## src/design/ecb_regs.vh

```
// register addresses, select-register fields and reset values of the event counter bank
`ifndef ECB_REGS_VH
`define ECB_REGS_VH

// model-specific register address blocks
`define ECB_CTR_BASE 32'h000000C1
`define ECB_SEL_BASE 32'h00000186

// event_select field positions
`define ECB_EVT_LSB 0
`define ECB_QUAL_LSB 8
`define ECB_USER_BIT 16
`define ECB_SUPV_BIT 17
`define ECB_EDGE_BIT 18
`define ECB_PIN_BIT 19
`define ECB_INT_BIT 20
`define ECB_EN_BIT 22
`define ECB_INVERT_BIT 23
`define ECB_THR_LSB 24

// writable bits of event_select; bit 21 and bits 63:32 stay zero
`define ECB_SEL_WMASK 32'hFFDFFFFF
`define ECB_SEL_RESET 32'h00000000

// capability_leaf layout
`define ECB_CAP_VER_LSB 0
`define ECB_CAP_NUM_LSB 8
`define ECB_CAP_WID_LSB 16
`define ECB_CAP_NEV_LSB 24
`define ECB_VERSION 8'h01

`endif

```

## src/design/ecb_event_filter.v

```verilog
// qualification of one counter's event: unit select, privilege, threshold, invert, edge
`timescale 1ns/1ps
`default_nettype none
`include "ecb_regs.vh"

module ecb_event_filter #(
  parameter NUM_EV = 7,
  parameter CW = 4,
  parameter [NUM_EV-1:0] EV_SUPPORT = 7'h7F,
  parameter [NUM_EV*8-1:0] EV_CODES = 56'h07060504030201,
  parameter [NUM_EV*8-1:0] EV_QUALS = 56'h00000000000000
) (
  // clock and reset
  input wire clk,
  input wire rst,
  // configuration and events
  input wire [31:0] sel,
  input wire [NUM_EV*CW-1:0] ev_count,
  input wire [1:0] cpl,
  // increment for this cycle
  output reg [CW-1:0] inc
);

  reg prev_cond;
  reg [CW-1:0] raw;
  reg [CW-1:0] amt;
  reg priv_ok;
  reg cmp;
  integer i;

  always @* begin
    raw = {CW{1'b0}};
    amt = {CW{1'b0}};
    cmp = 1'b0;
    for (i = 0; i < NUM_EV; i = i + 1) begin
      // an unadvertised unit never matches, so its code is simply not honoured
      if (EV_SUPPORT[i] && sel[`ECB_EVT_LSB +: 8] == EV_CODES[i*8 +: 8] &&
          sel[`ECB_QUAL_LSB +: 8] == EV_QUALS[i*8 +: 8]) begin
        raw = ev_count[i*CW +: CW];
      end
    end
    priv_ok = (sel[`ECB_USER_BIT] && cpl != 2'b00) || (sel[`ECB_SUPV_BIT] && cpl == 2'b00);
    if (sel[`ECB_THR_LSB +: 8] != 8'h00) begin
      cmp = ({{(32-CW){1'b0}}, raw} >= {24'h000000, sel[`ECB_THR_LSB +: 8]}) ^ sel[`ECB_INVERT_BIT];
      amt = {{(CW-1){1'b0}}, cmp};
    end else begin
      amt = raw;
    end
    if (!priv_ok) begin
      amt = {CW{1'b0}};
    end
    if (sel[`ECB_EDGE_BIT]) begin
      amt = {{(CW-1){1'b0}}, (amt != {CW{1'b0}}) && !prev_cond};
    end
    inc = sel[`ECB_EN_BIT] ? amt : {CW{1'b0}};
  end

  // edge history follows the qualified condition, forgotten while disabled
  always @(posedge clk) begin
    if (rst || !sel[`ECB_EN_BIT]) begin
      prev_cond <= 1'b0;
    end else begin
      prev_cond <= priv_ok && ((sel[`ECB_THR_LSB +: 8] != 8'h00) ? cmp : (raw != {CW{1'b0}}));
    end
  end

endmodule // ecb_event_filter
`default_nettype wire

```

## src/design/ecb_pin_pulse.v

```verilog
// monitor output pin pulse: high for one bus clock, given in core cycles
`timescale 1ns/1ps
`default_nettype none

module ecb_pin_pulse #(
  parameter BUS_RATIO = 4
) (
  // clock and reset
  input wire clk,
  input wire rst,
  // toggle request and pin
  input wire fire,
  output reg pin
);

  reg [7:0] left;

  // a new request during a pulse restarts it; pulses cannot queue
  always @(posedge clk) begin
    if (rst) begin
      pin <= 1'b0;
      left <= 8'h00;
    end else if (fire) begin
      pin <= 1'b1;
      left <= BUS_RATIO[7:0] - 8'h01;
    end else if (left != 8'h00) begin
      left <= left - 8'h01;
    end else begin
      pin <= 1'b0;
    end
  end

endmodule // ecb_pin_pulse
`default_nettype wire

```

## src/design/ecb_top.v

```verilog
// event counter bank: per-thread counters, event selects, capability leaf, pins and interrupts
// Function
// - Counters sit contiguously from the counter base; count reported in capability bits 15:8.
// - Select registers sit contiguously from the select base, paired by index.
// - Width reported in bits 23:16; bits above width ignored on write.
// - Counter writes update only the low 32 bits (the code clears the bits above them); reads return full width.
// - Every logical processor has private selects and counters.
// - Nonzero version identifier in capability bits 7:0 shows the facility exists.
// - Select bits 7:0 choose the event unit feeding the counter.
// - Select bits 15:8 qualify the condition of the chosen unit.
// - A capability vector advertises which predefined events are supported.
// - User flag bit 16 counts at privilege levels one to three.
// - Supervisor flag bit 17 counts at privilege level zero.
// - Edge flag bit 18 counts false-to-true transitions only.
// - Pin flag bit 19: toggle pin per event, else only on overflow.
// - A pin toggle is one bus clock high, then low.
// - Interrupt flag bit 20 raises an interrupt request on overflow.
// - Counting happens only while enable bit 22 is set.
// - Invert flag bit 23 inverts the threshold comparison.
// - Nonzero threshold: add one when per-cycle count reaches the threshold.
// - Zero threshold: add the full per-cycle event count.
`timescale 1ns/1ps
`default_nettype none
`include "ecb_regs.vh"

module ecb_top #(
  parameter NUM_LP = 2,
  parameter NUM_CTR = 2,
  parameter CTR_W = 40,
  parameter NUM_EV = 7,
  parameter CW = 4,
  parameter BUS_RATIO = 4,
  parameter [NUM_EV-1:0] EV_SUPPORT = 7'h7F,
  parameter [NUM_EV*8-1:0] EV_CODES = 56'h07060504030201,
  parameter [NUM_EV*8-1:0] EV_QUALS = 56'h00000000000000
) (
  // clock and reset
  input wire clk,
  input wire rst,
  // model-specific register access
  input wire msr_req,
  input wire msr_wr,
  input wire [7:0] msr_lp,
  input wire [31:0] msr_addr,
  input wire [63:0] msr_wdata,
  output reg msr_ack,
  output reg msr_fault,
  output reg [63:0] msr_rdata,
  // capability_leaf
  output reg [31:0] cap_eax,
  output reg [31:0] cap_ebx,
  // events and privilege per logical processor
  input wire [NUM_LP*NUM_EV*CW-1:0] ev_count,
  input wire [NUM_LP*2-1:0] cpl,
  // monitor_output_pin per counter, interrupt request per logical processor
  output wire [NUM_LP*NUM_CTR-1:0] monitor_output_pin,
  output reg [NUM_LP-1:0] irq_req
);

  localparam TOT = NUM_LP * NUM_CTR;
  localparam [7:0] NUM_CTR8 = NUM_CTR;
  localparam [7:0] CTR_W8 = CTR_W;
  localparam [7:0] NUM_EV8 = NUM_EV;
  localparam [31:0] NUM_CTR32 = NUM_CTR;

  // capability words, fixed by the parameters
  localparam [31:0] CAP_EAX = {NUM_EV8, CTR_W8, NUM_CTR8, `ECB_VERSION};
  localparam [31:0] CAP_EBX = {{(32-NUM_EV){1'b0}}, EV_SUPPORT};

  // private per-thread state, flat index lp*NUM_CTR + counter
  reg [31:0] event_select [0:TOT-1];
  reg [CTR_W-1:0] event_counter [0:TOT-1];

  wire [TOT*CW-1:0] inc_all;
  wire [TOT-1:0] ovf;
  wire [TOT-1:0] pin_fire;
  wire [TOT*CTR_W-1:0] sum_all;
  // per-counter copies of the pin and interrupt flags
  wire [TOT-1:0] pin_ev;
  wire [TOT-1:0] int_en;

  // decode results
  reg hit_ctr;
  reg hit_sel;
  reg lp_ok;
  reg [31:0] slot;
  reg [31:0] flat;

  integer k;
  integer l;
  reg [NUM_LP-1:0] next_irq;
  // strobe and read-data decode
  integer m;
  integer n;
  reg [TOT-1:0] wr_ctr;
  reg [TOT-1:0] wr_sel;
  reg [63:0] next_rdata;

  // counter write value: low 32 bits only, upper implemented bits clear
  function [CTR_W-1:0] to_ctr;
    input [63:0] wdata;
    reg [63:0] t;
    begin
      t = {32'h00000000, wdata[31:0]};
      to_ctr = t[CTR_W-1:0];
    end
  endfunction

  // read value: bits above the implemented width read as zero
  function [63:0] from_ctr;
    input [CTR_W-1:0] v;
    reg [63:0] t;
    begin
      t = 64'h0000000000000000;
      t[CTR_W-1:0] = v;
      from_ctr = t;
    end
  endfunction

  // address falls inside a block of NUM_CTR registers from base
  function in_block;
    input [31:0] addr;
    input [31:0] base;
    begin
      in_block = (addr >= base) && (addr < base + NUM_CTR32);
    end
  endfunction

  // logical processor that owns a flat counter index
  function integer lp_of;
    input integer idx;
    begin
      lp_of = idx / NUM_CTR;
    end
  endfunction

  // address decode into the two contiguous blocks
  always @* begin
    hit_ctr = 1'b0;
    hit_sel = 1'b0;
    slot = 32'h00000000;
    // the thread bound keeps a refused access from landing in another thread's slot
    lp_ok = ({24'h000000, msr_lp} < NUM_LP);
    if (in_block(msr_addr, `ECB_CTR_BASE)) begin
      hit_ctr = lp_ok;
      slot = msr_addr - `ECB_CTR_BASE;
    end else if (in_block(msr_addr, `ECB_SEL_BASE)) begin
      hit_sel = lp_ok;
      slot = msr_addr - `ECB_SEL_BASE;
    end
    flat = {24'h000000, msr_lp} * NUM_CTR32 + slot;
  end

  // write strobes per slot, decoded once for both register blocks
  // a refused access strobes nothing
  always @* begin
    wr_ctr = {TOT{1'b0}};
    wr_sel = {TOT{1'b0}};
    for (m = 0; m < TOT; m = m + 1) begin
      if (msr_req && msr_wr && hit_ctr && flat == m) begin
        wr_ctr[m] = 1'b1;
      end
      if (msr_req && msr_wr && hit_sel && flat == m) begin
        wr_sel[m] = 1'b1;
      end
    end
  end

  genvar g;
  generate
    // one event filter and one pin pulser per counter
    for (g = 0; g < TOT; g = g + 1) begin : g_ctr
      wire [CTR_W:0] sum;
      wire [CW-1:0] inc;

      ecb_event_filter #(
        .NUM_EV(NUM_EV),
        .CW(CW),
        .EV_SUPPORT(EV_SUPPORT),
        .EV_CODES(EV_CODES),
        .EV_QUALS(EV_QUALS)
      ) u_filter (
        .clk(clk),
        .rst(rst),
        .sel(event_select[g]),
        .ev_count(ev_count[lp_of(g) * NUM_EV * CW +: NUM_EV * CW]),
        .cpl(cpl[lp_of(g) * 2 +: 2]),
        .inc(inc_all[g*CW +: CW])
      );

      assign inc = inc_all[g*CW +: CW];
      assign sum = {1'b0, event_counter[g]} + {{(CTR_W+1-CW){1'b0}}, inc};
      assign sum_all[g*CTR_W +: CTR_W] = sum[CTR_W-1:0];
      assign ovf[g] = sum[CTR_W];
      assign pin_ev[g] = event_select[g][`ECB_PIN_BIT];
      assign int_en[g] = event_select[g][`ECB_INT_BIT];

      // per-event toggle while counting, otherwise only on overflow
      assign pin_fire[g] = pin_ev[g] ? (inc != {CW{1'b0}}) : ovf[g];

      ecb_pin_pulse #(
        .BUS_RATIO(BUS_RATIO)
      ) u_pin (
        .clk(clk),
        .rst(rst),
        .fire(pin_fire[g]),
        .pin(monitor_output_pin[g])
      );
    end
  endgenerate

  // select registers
  // bit 21 and the upper half are not kept, so they read back as zero
  always @(posedge clk) begin
    if (rst) begin
      for (n = 0; n < TOT; n = n + 1) begin
        event_select[n] <= `ECB_SEL_RESET;
      end
    end else begin
      for (n = 0; n < TOT; n = n + 1) begin
        if (wr_sel[n]) begin
          event_select[n] <= msr_wdata[31:0] & `ECB_SEL_WMASK;
        end
      end
    end
  end

  // counters: a software write wins over a same-cycle increment; software is
  // expected to disable counting before it loads a counter
  always @(posedge clk) begin
    if (rst) begin
      for (k = 0; k < TOT; k = k + 1) begin
        event_counter[k] <= {CTR_W{1'b0}};
      end
    end else begin
      for (k = 0; k < TOT; k = k + 1) begin
        if (wr_ctr[k]) begin
          event_counter[k] <= to_ctr(msr_wdata);
        end else begin
          event_counter[k] <= sum_all[k*CTR_W +: CTR_W];
        end
      end
    end
  end

  // read data is picked in the request cycle and held until the next request
  always @* begin
    next_rdata = msr_rdata;
    if (msr_req && !msr_wr && hit_ctr) begin
      next_rdata = from_ctr(event_counter[flat]);
    end else if (msr_req && !msr_wr && hit_sel) begin
      next_rdata = {32'h00000000, event_select[flat]};
    end else if (msr_req) begin
      next_rdata = 64'h0000000000000000;
    end
  end

  // register answer, one cycle after the request
  always @(posedge clk) begin
    if (rst) begin
      msr_ack <= 1'b0;
      msr_fault <= 1'b0;
      msr_rdata <= 64'h0000000000000000;
    end else begin
      msr_ack <= msr_req;
      msr_fault <= msr_req && !hit_ctr && !hit_sel;
      msr_rdata <= next_rdata;
    end
  end

  // overflow interrupt request, one pulse per overflowing cycle per thread
  always @* begin
    next_irq = {NUM_LP{1'b0}};
    for (l = 0; l < TOT; l = l + 1) begin
      if (ovf[l] && int_en[l]) begin
        next_irq[lp_of(l)] = 1'b1;
      end
    end
  end

  // registered so the request leaves the block straight from a flip-flop
  always @(posedge clk) begin
    if (rst) begin
      irq_req <= {NUM_LP{1'b0}};
    end else begin
      irq_req <= next_irq;
    end
  end

  // capability leaf; constant after reset
  // held at zero in reset so software sees no facility until release
  always @(posedge clk) begin
    if (rst) begin
      cap_eax <= 32'h00000000;
      cap_ebx <= 32'h00000000;
    end else begin
      cap_eax <= CAP_EAX;
      cap_ebx <= CAP_EBX;
    end
  end

endmodule // ecb_top
`default_nettype wire

```

## config.mk

```make
export PLATFORM = sky130hd
export DESIGN_NAME = ecb_top
export DESIGN_NICKNAME = d
export VERILOG_FILES = /design/src/design/ecb_event_filter.v /design/src/design/ecb_pin_pulse.v /design/src/design/ecb_top.v
export VERILOG_INCLUDE_DIRS = /design/src /design/src/design
export SDC_FILE = /design/constraint.sdc
export NUM_CORES = 1
export LEC_CHECK = 0
export ABC_AREA = 1
export BUFFER_PORTS_ARGS = -buffer_cell sky130_fd_sc_hd__buf_4
export CAP_MARGIN = 30
export CORE_ASPECT_RATIO = 0.5
export CORE_MARGIN = 2
export CORE_UTILIZATION = 50
export DETAILED_ROUTE_END_ITERATION = 6
export PLACE_DENSITY = 0.75
export SLEW_MARGIN = 20
export SYNTH_ARGS = -nofsm -noshare
export SYNTH_HDL_FRONTEND = slang
export SYNTH_SLANG_ARGS = --single-unit
```

## constraint.sdc

```tcl
create_clock -name clk -period 9.4 [get_ports clk]
set_input_delay 1.41 -clock clk [delete_from_list [all_inputs] [get_ports clk]]
set_output_delay 1.41 -clock clk [all_outputs]
set_load 0.01 [all_outputs]
```

# == After elaboration in Yosys (flattened, before gate mapping) ==
# Memory sizes are Yosys's and may differ from the RTL's.
# Cells that the tools add are included.
# word_totals
reg_bits,148
elab_cells,358
inputBits,168
ramBits,284
n_memories,2
output_inout_bits,136
# memory_table
name,depth,word_bits,read_ports,rd_ports_with_merged_regs,wr,line,rtl
event_counter,4,40,5,0,4,ecb_top.v:72,reg [CTR_W-1:0] event_counter [0:TOT-1];
event_select,4,31,5,0,4,ecb_top.v:71,reg [31:0] event_select [0:TOT-1];
# classes
n_bitwise,16
n_lt_le_gt_ge,9
muxes,140
n_reduce_logical,123
add_sub_neg,11
eq_ne,35
# ops
op,count
$mux W40,11
$mux W4,44
$add A40 B4 Y41,4
$eq A8 B3 Y1 const B,16
$mux W31,4
$mux W1,69
$logic_and A1 B1 Y1,66
$eq A32 B2 Y1 const B,2
$eq A8 B2 Y1 const B,8
$mux W32,2
$reduce_bool A8 Y1,8
$reduce_bool A4 Y1,12
$add A9 B32 Y32,1
$eq A32 B1 Y1 const B,1
$eq A8 B1 Y1 const B,4
$ge A32 B8 Y1 const B,1
$ge A32 B9 Y1 const B,1
$ge A4 B8 Y1,4
$logic_not A32 Y1,1
$logic_not A8 Y1,4
$lt A32 B8 Y1 const B,1
$lt A32 B9 Y1 const B,1
$sub A32 B8 Y32 const B,1
$sub A32 B9 Y32 const B,1
14 further kinds,67

# == Depth between registers and ports, before layout ==
# Gate-level depths: netlist (run 1).
# An unclocked memory read counts as a cell.
# depth
ltp_word,22
mapped_depth,43
mapped_depth_nobuf,43

# == Cells and area by module ==
# A second synthesis (run 1) with hierarchy kept.
# unflattened
hier_cells,3927
area_unflattened_um2,27511.4
# by_module_without_submodules
mod,area_each_um2,cells_per_inst,seq_area_each_um2,n_inst
ecb_top,21712.1,2915,9429.0,1
ecb_event_filter at g_ctr[1].u_filter ...,988.4,196,20.0,3
ecb_pin_pulse,462.9,58,180.2,4
ecb_event_filter at g_ctr[0].u_filter,982.2,192,20.0,1

# == Least setup slack after synthesis (run 1) ==
# Ideal clock, no wire load.
# synth_path
path_type,input port to flip-flop
startpoint,in msr_addr[0]
endpoint,mem event_select[0][0] (netlist bit) (enable)
path_slack_ns,2.249
required_ns,8.938
path_buffers,3
path_stages,25
arrival_time_ns,6.689
setup_time_ns,0.462
cell_sequence,buf_2 > inv_1 > ha_1 > nand2_1 > o21ai_2 > inv_2 > nor2_2 > o211ai_1 > nand2_2 > o22ai_1 > ha_1 > fa_1 > nand3_1 > nand2_1 > nand3_1 > nand2_1 > a21oi_1 > o21ai_0 > xnor2_2 > nand3_2 > nor2_4 > buf_4 > buf_2 > nand2_1 > o21ai_0
# synth_rtl
element,line,rtl
start: declaration,ecb_top.v:44,"input wire [31:0] msr_addr,"
end: declaration,ecb_top.v:71,

==> run_results.csv, run 1 <==
group,metric,value,unit
timing,finalCritPeriodShare,80.9,%
yosys,synth_warnings,0,
yosys,syn_avg_cell_area,7.13,sq um
worst_setup_path,end_kind,"register",
global_route,grt.total_usage,32.7,%
worst_setup_path,reg2reg_depth,36,
die,placementRows,59,
timing,drv_slew,0,
yosys,synth_cells,3676,
clock_tree,post_cts_buffers,0,
placement,gp_congestion,0.999,
clock_tree,clk_path_buf_depth,3,
routing,vias_per_cell,5.61,
outcome,violations,"design-rule violations",
die,design.die.area,54400,sq um
yosys,synth_flop_cell,"edfxtp_1",
placement,dpl.hpwl,68600,microns
yosys,synth-edff-count,284,
timing,fin_skew,0.0327,ns
global_route,overflow,0,
layout,final_cell_mix,"725 x nand2_1, 567 x nor2_1, 527 x inv_1, 284 x edfxtp_1, 251 x nand3_1",
timing,tns,0,ns
yosys,ys_types,58,
outcome,status,"finished, violations left",
timing,grt_setup_unrepaired,"no",
die,start_util,50.5,%
routing,drc_errors,2,
clock_tree,cts_root_buffer,"clkbuf_16",
yosys,async_reset_ff_share,0,%
timing,fmax,0.131,GHz
die,io_pins,304,
timing,setup_viol,0,
layout,final_cell_count_no_fill,4703,
routing,vias,26400,
layout,drive_above_1_share,8.47,%
clock_tree,clock_latency,0.56,ns
worst_setup_path,cp_top_family,"simple AND/OR/NAND/NOR gates",
worst_setup_path,critPathRequiredTime,9.81,ns
clock_tree,cts_tree,"yes",
clock_tree,htreeDepth,2,
routing,routed_wl,91400,microns
worst_setup_path,r2r_start,"event_select[1][13]",
worst_setup_path,worst-setup-path-type,"reg -> reg",
placement,portBuffers,197,
hold_path,min-delay-start,"msr_rdata[21]",
yosys,synth-seq-cells,369,
die,coreArea,51900,sq um
layout,fillers,4870,
layout,syn_to_final_growth,14.0,%
clock_tree,clk_pin_slew,0.07,ns
worst_setup_path,reg2reg_to,"g_ctr[1].u_pin.left[2]",
placement,placed_cells,4633,
timing,fin_crit,7.61,ns
worst_setup_path,worstSetupStartpoint,"event_select[1][13]",
worst_setup_path,worstSetupStartpointType,"register",
worst_setup_path,slowest_delay,0.59,ns
power,ir_drop,96.9,uV
worst_setup_path,path_buf_inv,4,
clock_tree,clock_sinks,369,
global_route,grt_max_degree,61,
routing,drtIter0Drc,3743,
global_route,grt_pass1_vias,24200,
timing,tightest_slew,0.940,ns
clock_tree,ctsHoldBuffers,0,
layout,final_common_cell,"nand2_1",
clock_tree,cts_buffers,38,
power,power_density,151,nW/um^2
timing,hold_viol,0,
die,die_height,166,microns
job,cap_violations,0,
timing,relSlewSlack,37.2,%
routing,drtPass1Iterations,7,
worst_setup_path,r2r_slack,1.79,ns
layout,final_nets,4195,
yosys,synth_seq_area_share,39.0,%
yosys,synth.cell_area,26200,sq um
worst_setup_path,critPathArrivalTime,8.02,ns
worst_setup_path,path_common_cell,"nand2_1",
worst_setup_path,crit_slowest_cell,"nor4_1",
worst_setup_path,crit_fanout,20,
hold_path,min_delay_path_depth,2,
global_route,grt_pass1_wl,138000,microns
clock_tree,cts_resized,0,
routing,wl_per_cell,19.4,microns
power,p_leak,13.6,nW
routing,ant_nets,0,
die,die_x,328,microns
hold_path,hp-class,"reg -> reg",
global_route,antenna_found_initial,4,
hold_path,hold_end,"msr_rdata[21]",
==> synth_stat cells (4+ instances only) <==
cell | count | share of area (%)
or2_2 | 11 | 0.26
nor2_2 | 5 | 0.12
a21oi_1 | 128 | 2.4
nand4_1 | 110 | 2.6
o22ai_1 | 72 | 1.7
dfxtp_1 | 85 | 6.5
buf_2 | 20 | 0.38
o221ai_1 | 10 | 0.33
inv_2 | 4 | 0.057
xnor2_1 | 28 | 0.94
nor3b_1 | 5 | 0.14
nand3b_1 | 9 | 0.26
inv_1 | 527 | 7.5
buf_1 | 13 | 0.19
edfxtp_1 | 284 | 33
nand3_2 | 6 | 0.23
buf_4 | 95 | 2.7
nand3_1 | 251 | 4.8
nor3_1 | 130 | 2.5
nor4_1 | 35 | 0.84
clkbuf_1 | 76 | 1.1
nand2_1 | 727 | 10
ha_1 | 50 | 2.4
xor2_1 | 103 | 3.4
o21ai_1 | 20 | 0.38
a31oi_1 | 8 | 0.19
o211ai_1 | 30 | 0.86
nor2_1 | 569 | 8.1
o21ai_0 | 214 | 4.1
fa_1 | 5 | 0.38
==> power by group <==
part           internal (mW)  total (mW)  switching [mW]  leakage, nW
clock                  0.954        1.65           0.693        0.644
sequential              1.90        2.01           0.108         3.51
combinational          0.299       0.845           0.546         9.45
total                   3.15        4.50            1.35         13.6
==> worst min-delay path, stage by stage, from the launching register on <==
cell	delay (ns)
dfxtp_1	0.31
nand2_1	0.06
a21oi_1	0.05
==> registers in the layout (all words and copies together), names as in the netlist <==
register	count
g_ctr.u_pin.left	32
event_select	124
msr_fault	1
g_ctr.u_filter.prev_cond	4
event_counter	160
irq_req	2
g_ctr.u_pin.pin	4
msr_ack	1
msr_rdata	40
cap_eax	1
==> how the worst max path moves through the flow <==
| stage | end | slack [ns] | cells after the start |
|---|---|---|---|
| 3_3_place_gp | g_ctr[1].u_pin.left[2] | 2.05 | 36 |
| 2_1_floorplan | event_select[0][0] | 2.25 | 25 |
| 3_5_place_dp | event_counter[3][38] | 1.99 | 38 |
| 6_report | g_ctr[1].u_pin.left[2] | 1.79 | 36 |
| 4_1_cts | g_ctr[1].u_pin.left[2] | 1.98 | 36 |
| 5_1_grt | event_counter[3][38] | 1.11 | 38 |
==> logic make-up after synthesis <==
group | synth area share (%)
buffers and inverters | 12.1
DFF | 39.0
adders and majority gates | 2.77
xor gates and xnor gates | 4.44
and+or+nand+nor | 30.8
AOI/OAI and AO/OA | 10.7
muxes | 0.0429
other | 0.0286
==> stage by stage <==
step                      area [sq um]  hold slack, ns  worst slack (ns)  util, %  power [mW]
final                            29900           0.465              1.79     57.6        4.50
after global routing             29900           0.500              1.11     57.6        4.68
after CTS                        29900           0.468              1.98     57.6        4.49
after detailed placement         28600           0.458              1.99     55.1        2.86
after global placement           28500           0.455              2.05     55.0        2.84
after floorplan                  27100           0.445              2.25        -        2.63
==> routing by layer <==
metal | vias up | global-route usage, % | routed length [microns]
li1 | 12400 | - | -
met1 | 12100 | 45.6 | 36600
met2 | 1578 | 50.5 | 39300
met3 | 236 | 7.13 | 12200
met4 | 2 | 10.4 | 3270
met5 | - | 0 | 13
==> cell type report <==
| class | instances | area [sq um] | area share, % |
|---|---|---|---|
| clock buffer | 56 | 1140 | 3.82 |
| clock inverter | 13 | 173 | 0.578 |
| antenna | 1 | 2.50 | 0.00837 |
| timing repair buffer | 231 | 1750 | 5.85 |
| tap | 701 | 877 | 2.93 |
| inverter | 534 | 2010 | 6.72 |
| sequential | 369 | 10200 | 34.2 |
| multi-input combinational | 2798 | 13700 | 45.9 |
Power figures use the tool's default switching activity.
==> run 2: changes to the inputs <==
- clock period: 9.4 -> 7.6 ns (I/O delays scaled with it)
==> run_results.csv, run 2 (synthesis gave the netlist of run 1 again) <==
group,metric,value,unit
power,ir_drop,134,uV
routing,ant_nets,0,
job,cap_violations,0,
routing,drc_errors,0,
hold_path,hp-class,"reg -> reg",
global_route,grt_pass1_vias,24200,
timing,holdWs,0.465,ns
layout,diodes,0,
global_route,overflow,0,
clock_tree,clock_latency,0.57,ns
timing,tightest_slew,1.03,ns
die,start_util,50.5,%
worst_setup_path,critPathArrivalTime,7.47,ns
layout,largest_reg_flops,160,
layout,final_cell_count_no_fill,4712,
timing,fin_skew,0.0245,ns
global_route,grt_pass1_wl,138000,microns
timing,setup_viol,0,
die,die_x,328,microns
routing,wl_per_cell,19.5,microns
placement,dpl.hpwl,69600,microns
routing,vias,26500,
clock_tree,cts_buffers,37,
worst_setup_path,critPathRequiredTime,7.99,ns
clock_tree,clk_pin_slew,0.06,ns
worst_setup_path,reg2reg_depth,39,
layout,regArea,10200,sq um
placement,gp_congestion,0.989,
die,coreArea,51900,sq um
timing,fin_ws,0.516,ns
placement,portBuffers,197,
hold_path,min_delay_path_depth,2,
timing,relSlewSlack,31.2,%
worst_setup_path,slowest_delay,0.39,ns
timing,drv_slew,0,
placement,place_area,28600,sq um
layout,reg_top3,"event_counter: 160 flops, event_select: 124 flops, msr_rdata: 40 flops",
timing,fin_crit,7.08,ns
routing,drtPass1Iterations,7,
layout,fin_area,29900,sq um
timing,grt_setup_unrepaired,"no",
clock_tree,cts_tree,"yes",
layout,final_common_cell,"nand2_1",
layout,final_cell_mix,"725 x nand2_1, 564 x nor2_1, 527 x inv_1, 284 x edfxtp_1, 251 x nand3_1",
clock_tree,htreeDepth,2,
worst_setup_path,path_common_cell,"nand2_1",
global_route,antenna_found_initial,0,
worst_setup_path,crit_slowest_cell,"fa_1",
outcome,status,"finished clean",
layout,final_nets,4206,
layout,drive_above_1_share,8.83,%
placement,pre_cts_slack,0.502,ns
die,io_pins,304,
layout,fillers,4918,
worst_setup_path,end_kind,"register",
clock_tree,ctsHoldBuffers,0,
layout,syn_to_final_growth,14.1,%
power,power_density,182,nW/um^2
power,p_leak,13.6,nW
timing,fmax,0.141,GHz
die,placementRows,59,
routing,routed_wl,91800,microns
worst_setup_path,crit_fanout,6,
placement,placed_cells,4643,
die,design.die.area,54400,sq um
clock_tree,cts_root_buffer,"clkbuf_16",
layout,max_flop_register,"event_counter",
layout,multiInputGateArea,13700,sq um
die,die_height,166,microns
global_route,grt.total_usage,32.7,%
timing,tns,0,ns
timing,finalCritPeriodShare,93.2,%
timing,hold_viol,0,
worst_setup_path,worst-setup-path-type,"reg -> reg",
routing,vias_per_cell,5.63,
routing,drtIter0Drc,3539,
global_route,grt_max_degree,68,
clock_tree,clk_path_buf_depth,3,
worst_setup_path,worstSetupStartpointType,"register",
clock_tree,clock_sinks,369,
==> run 2: changes by cell type in the layout (fill, tap and decap cells not counted), moves of 3 or more <==
cell       before  now
buf_4         229  239
clkbuf_8        8    4
bufinv_16       4    1
nor2_1        567  564
nor3_1        129  126
nor3_2          2    5
==> run 2: final timing paths <==
path	slack, ns	startpoint	end
max	0.52	event_select[3][15]	event_counter[3][32]
min	0.47	msr_rdata[39]	msr_rdata[39]
max reg2reg	0.52	event_select[3][15]	event_counter[3][32]
min reg2reg	0.47	msr_rdata[39]	msr_rdata[39]
==> run 2: stage by stage <==
stage / utilization (%) / power (mW)
final: 57.7 / 5.45
after global routing: 57.7 / 5.68
after CTS: 57.5 / 5.42
after detailed placement: 55.2 / 3.55
after global placement: 55.2 / 3.52
after floorplan: - / 3.25
==> run 2: layout make-up <==
| class | instances | area share, % |
|---|---|---|
| clock buffers | 55 | 3.68 |
| clock inverters | 12 | 0.381 |
| inverters | 534 | 6.71 |
| multi-input cells | 2798 | 45.9 |
| flip-flops and latches | 369 | 34.2 |
| well taps | 701 | 2.93 |
| repair buffers | 243 | 6.17 |
==> run 2: report_power, final <==
group	total [mW]	switching, mW	internal [mW]
sequential	2.48	0.135	2.35
clock	1.92	0.864	1.05
combinational	1.05	0.680	0.372
==> run 2: worst max-delay path: cells and delay by family (launching register included) <==
family          cells  cell delay, ns
compound gates      7            1.05
buf+inv             7            0.61
fa+ha+maj           3            0.86
simple gates       22            3.98
flops               1            0.38
==> run 2: metal layers <==
layer | track usage [%] | wire (microns)
met1 | 46.4 | 36900
met2 | 50.5 | 39600
met3 | 6.83 | 12500
met4 | 9.27 | 2730
met5 | 0 | 55
==> run 2: timing repair <==
| action | in CTS | in global routing |
|---|---|---|
| gates resized for setup | 0 | 9 |
| hold endpoints to repair | 0 | 0 |
| buffers inserted | 0 | 0 |
| endpoints found under the setup margin | 0 | 17 |
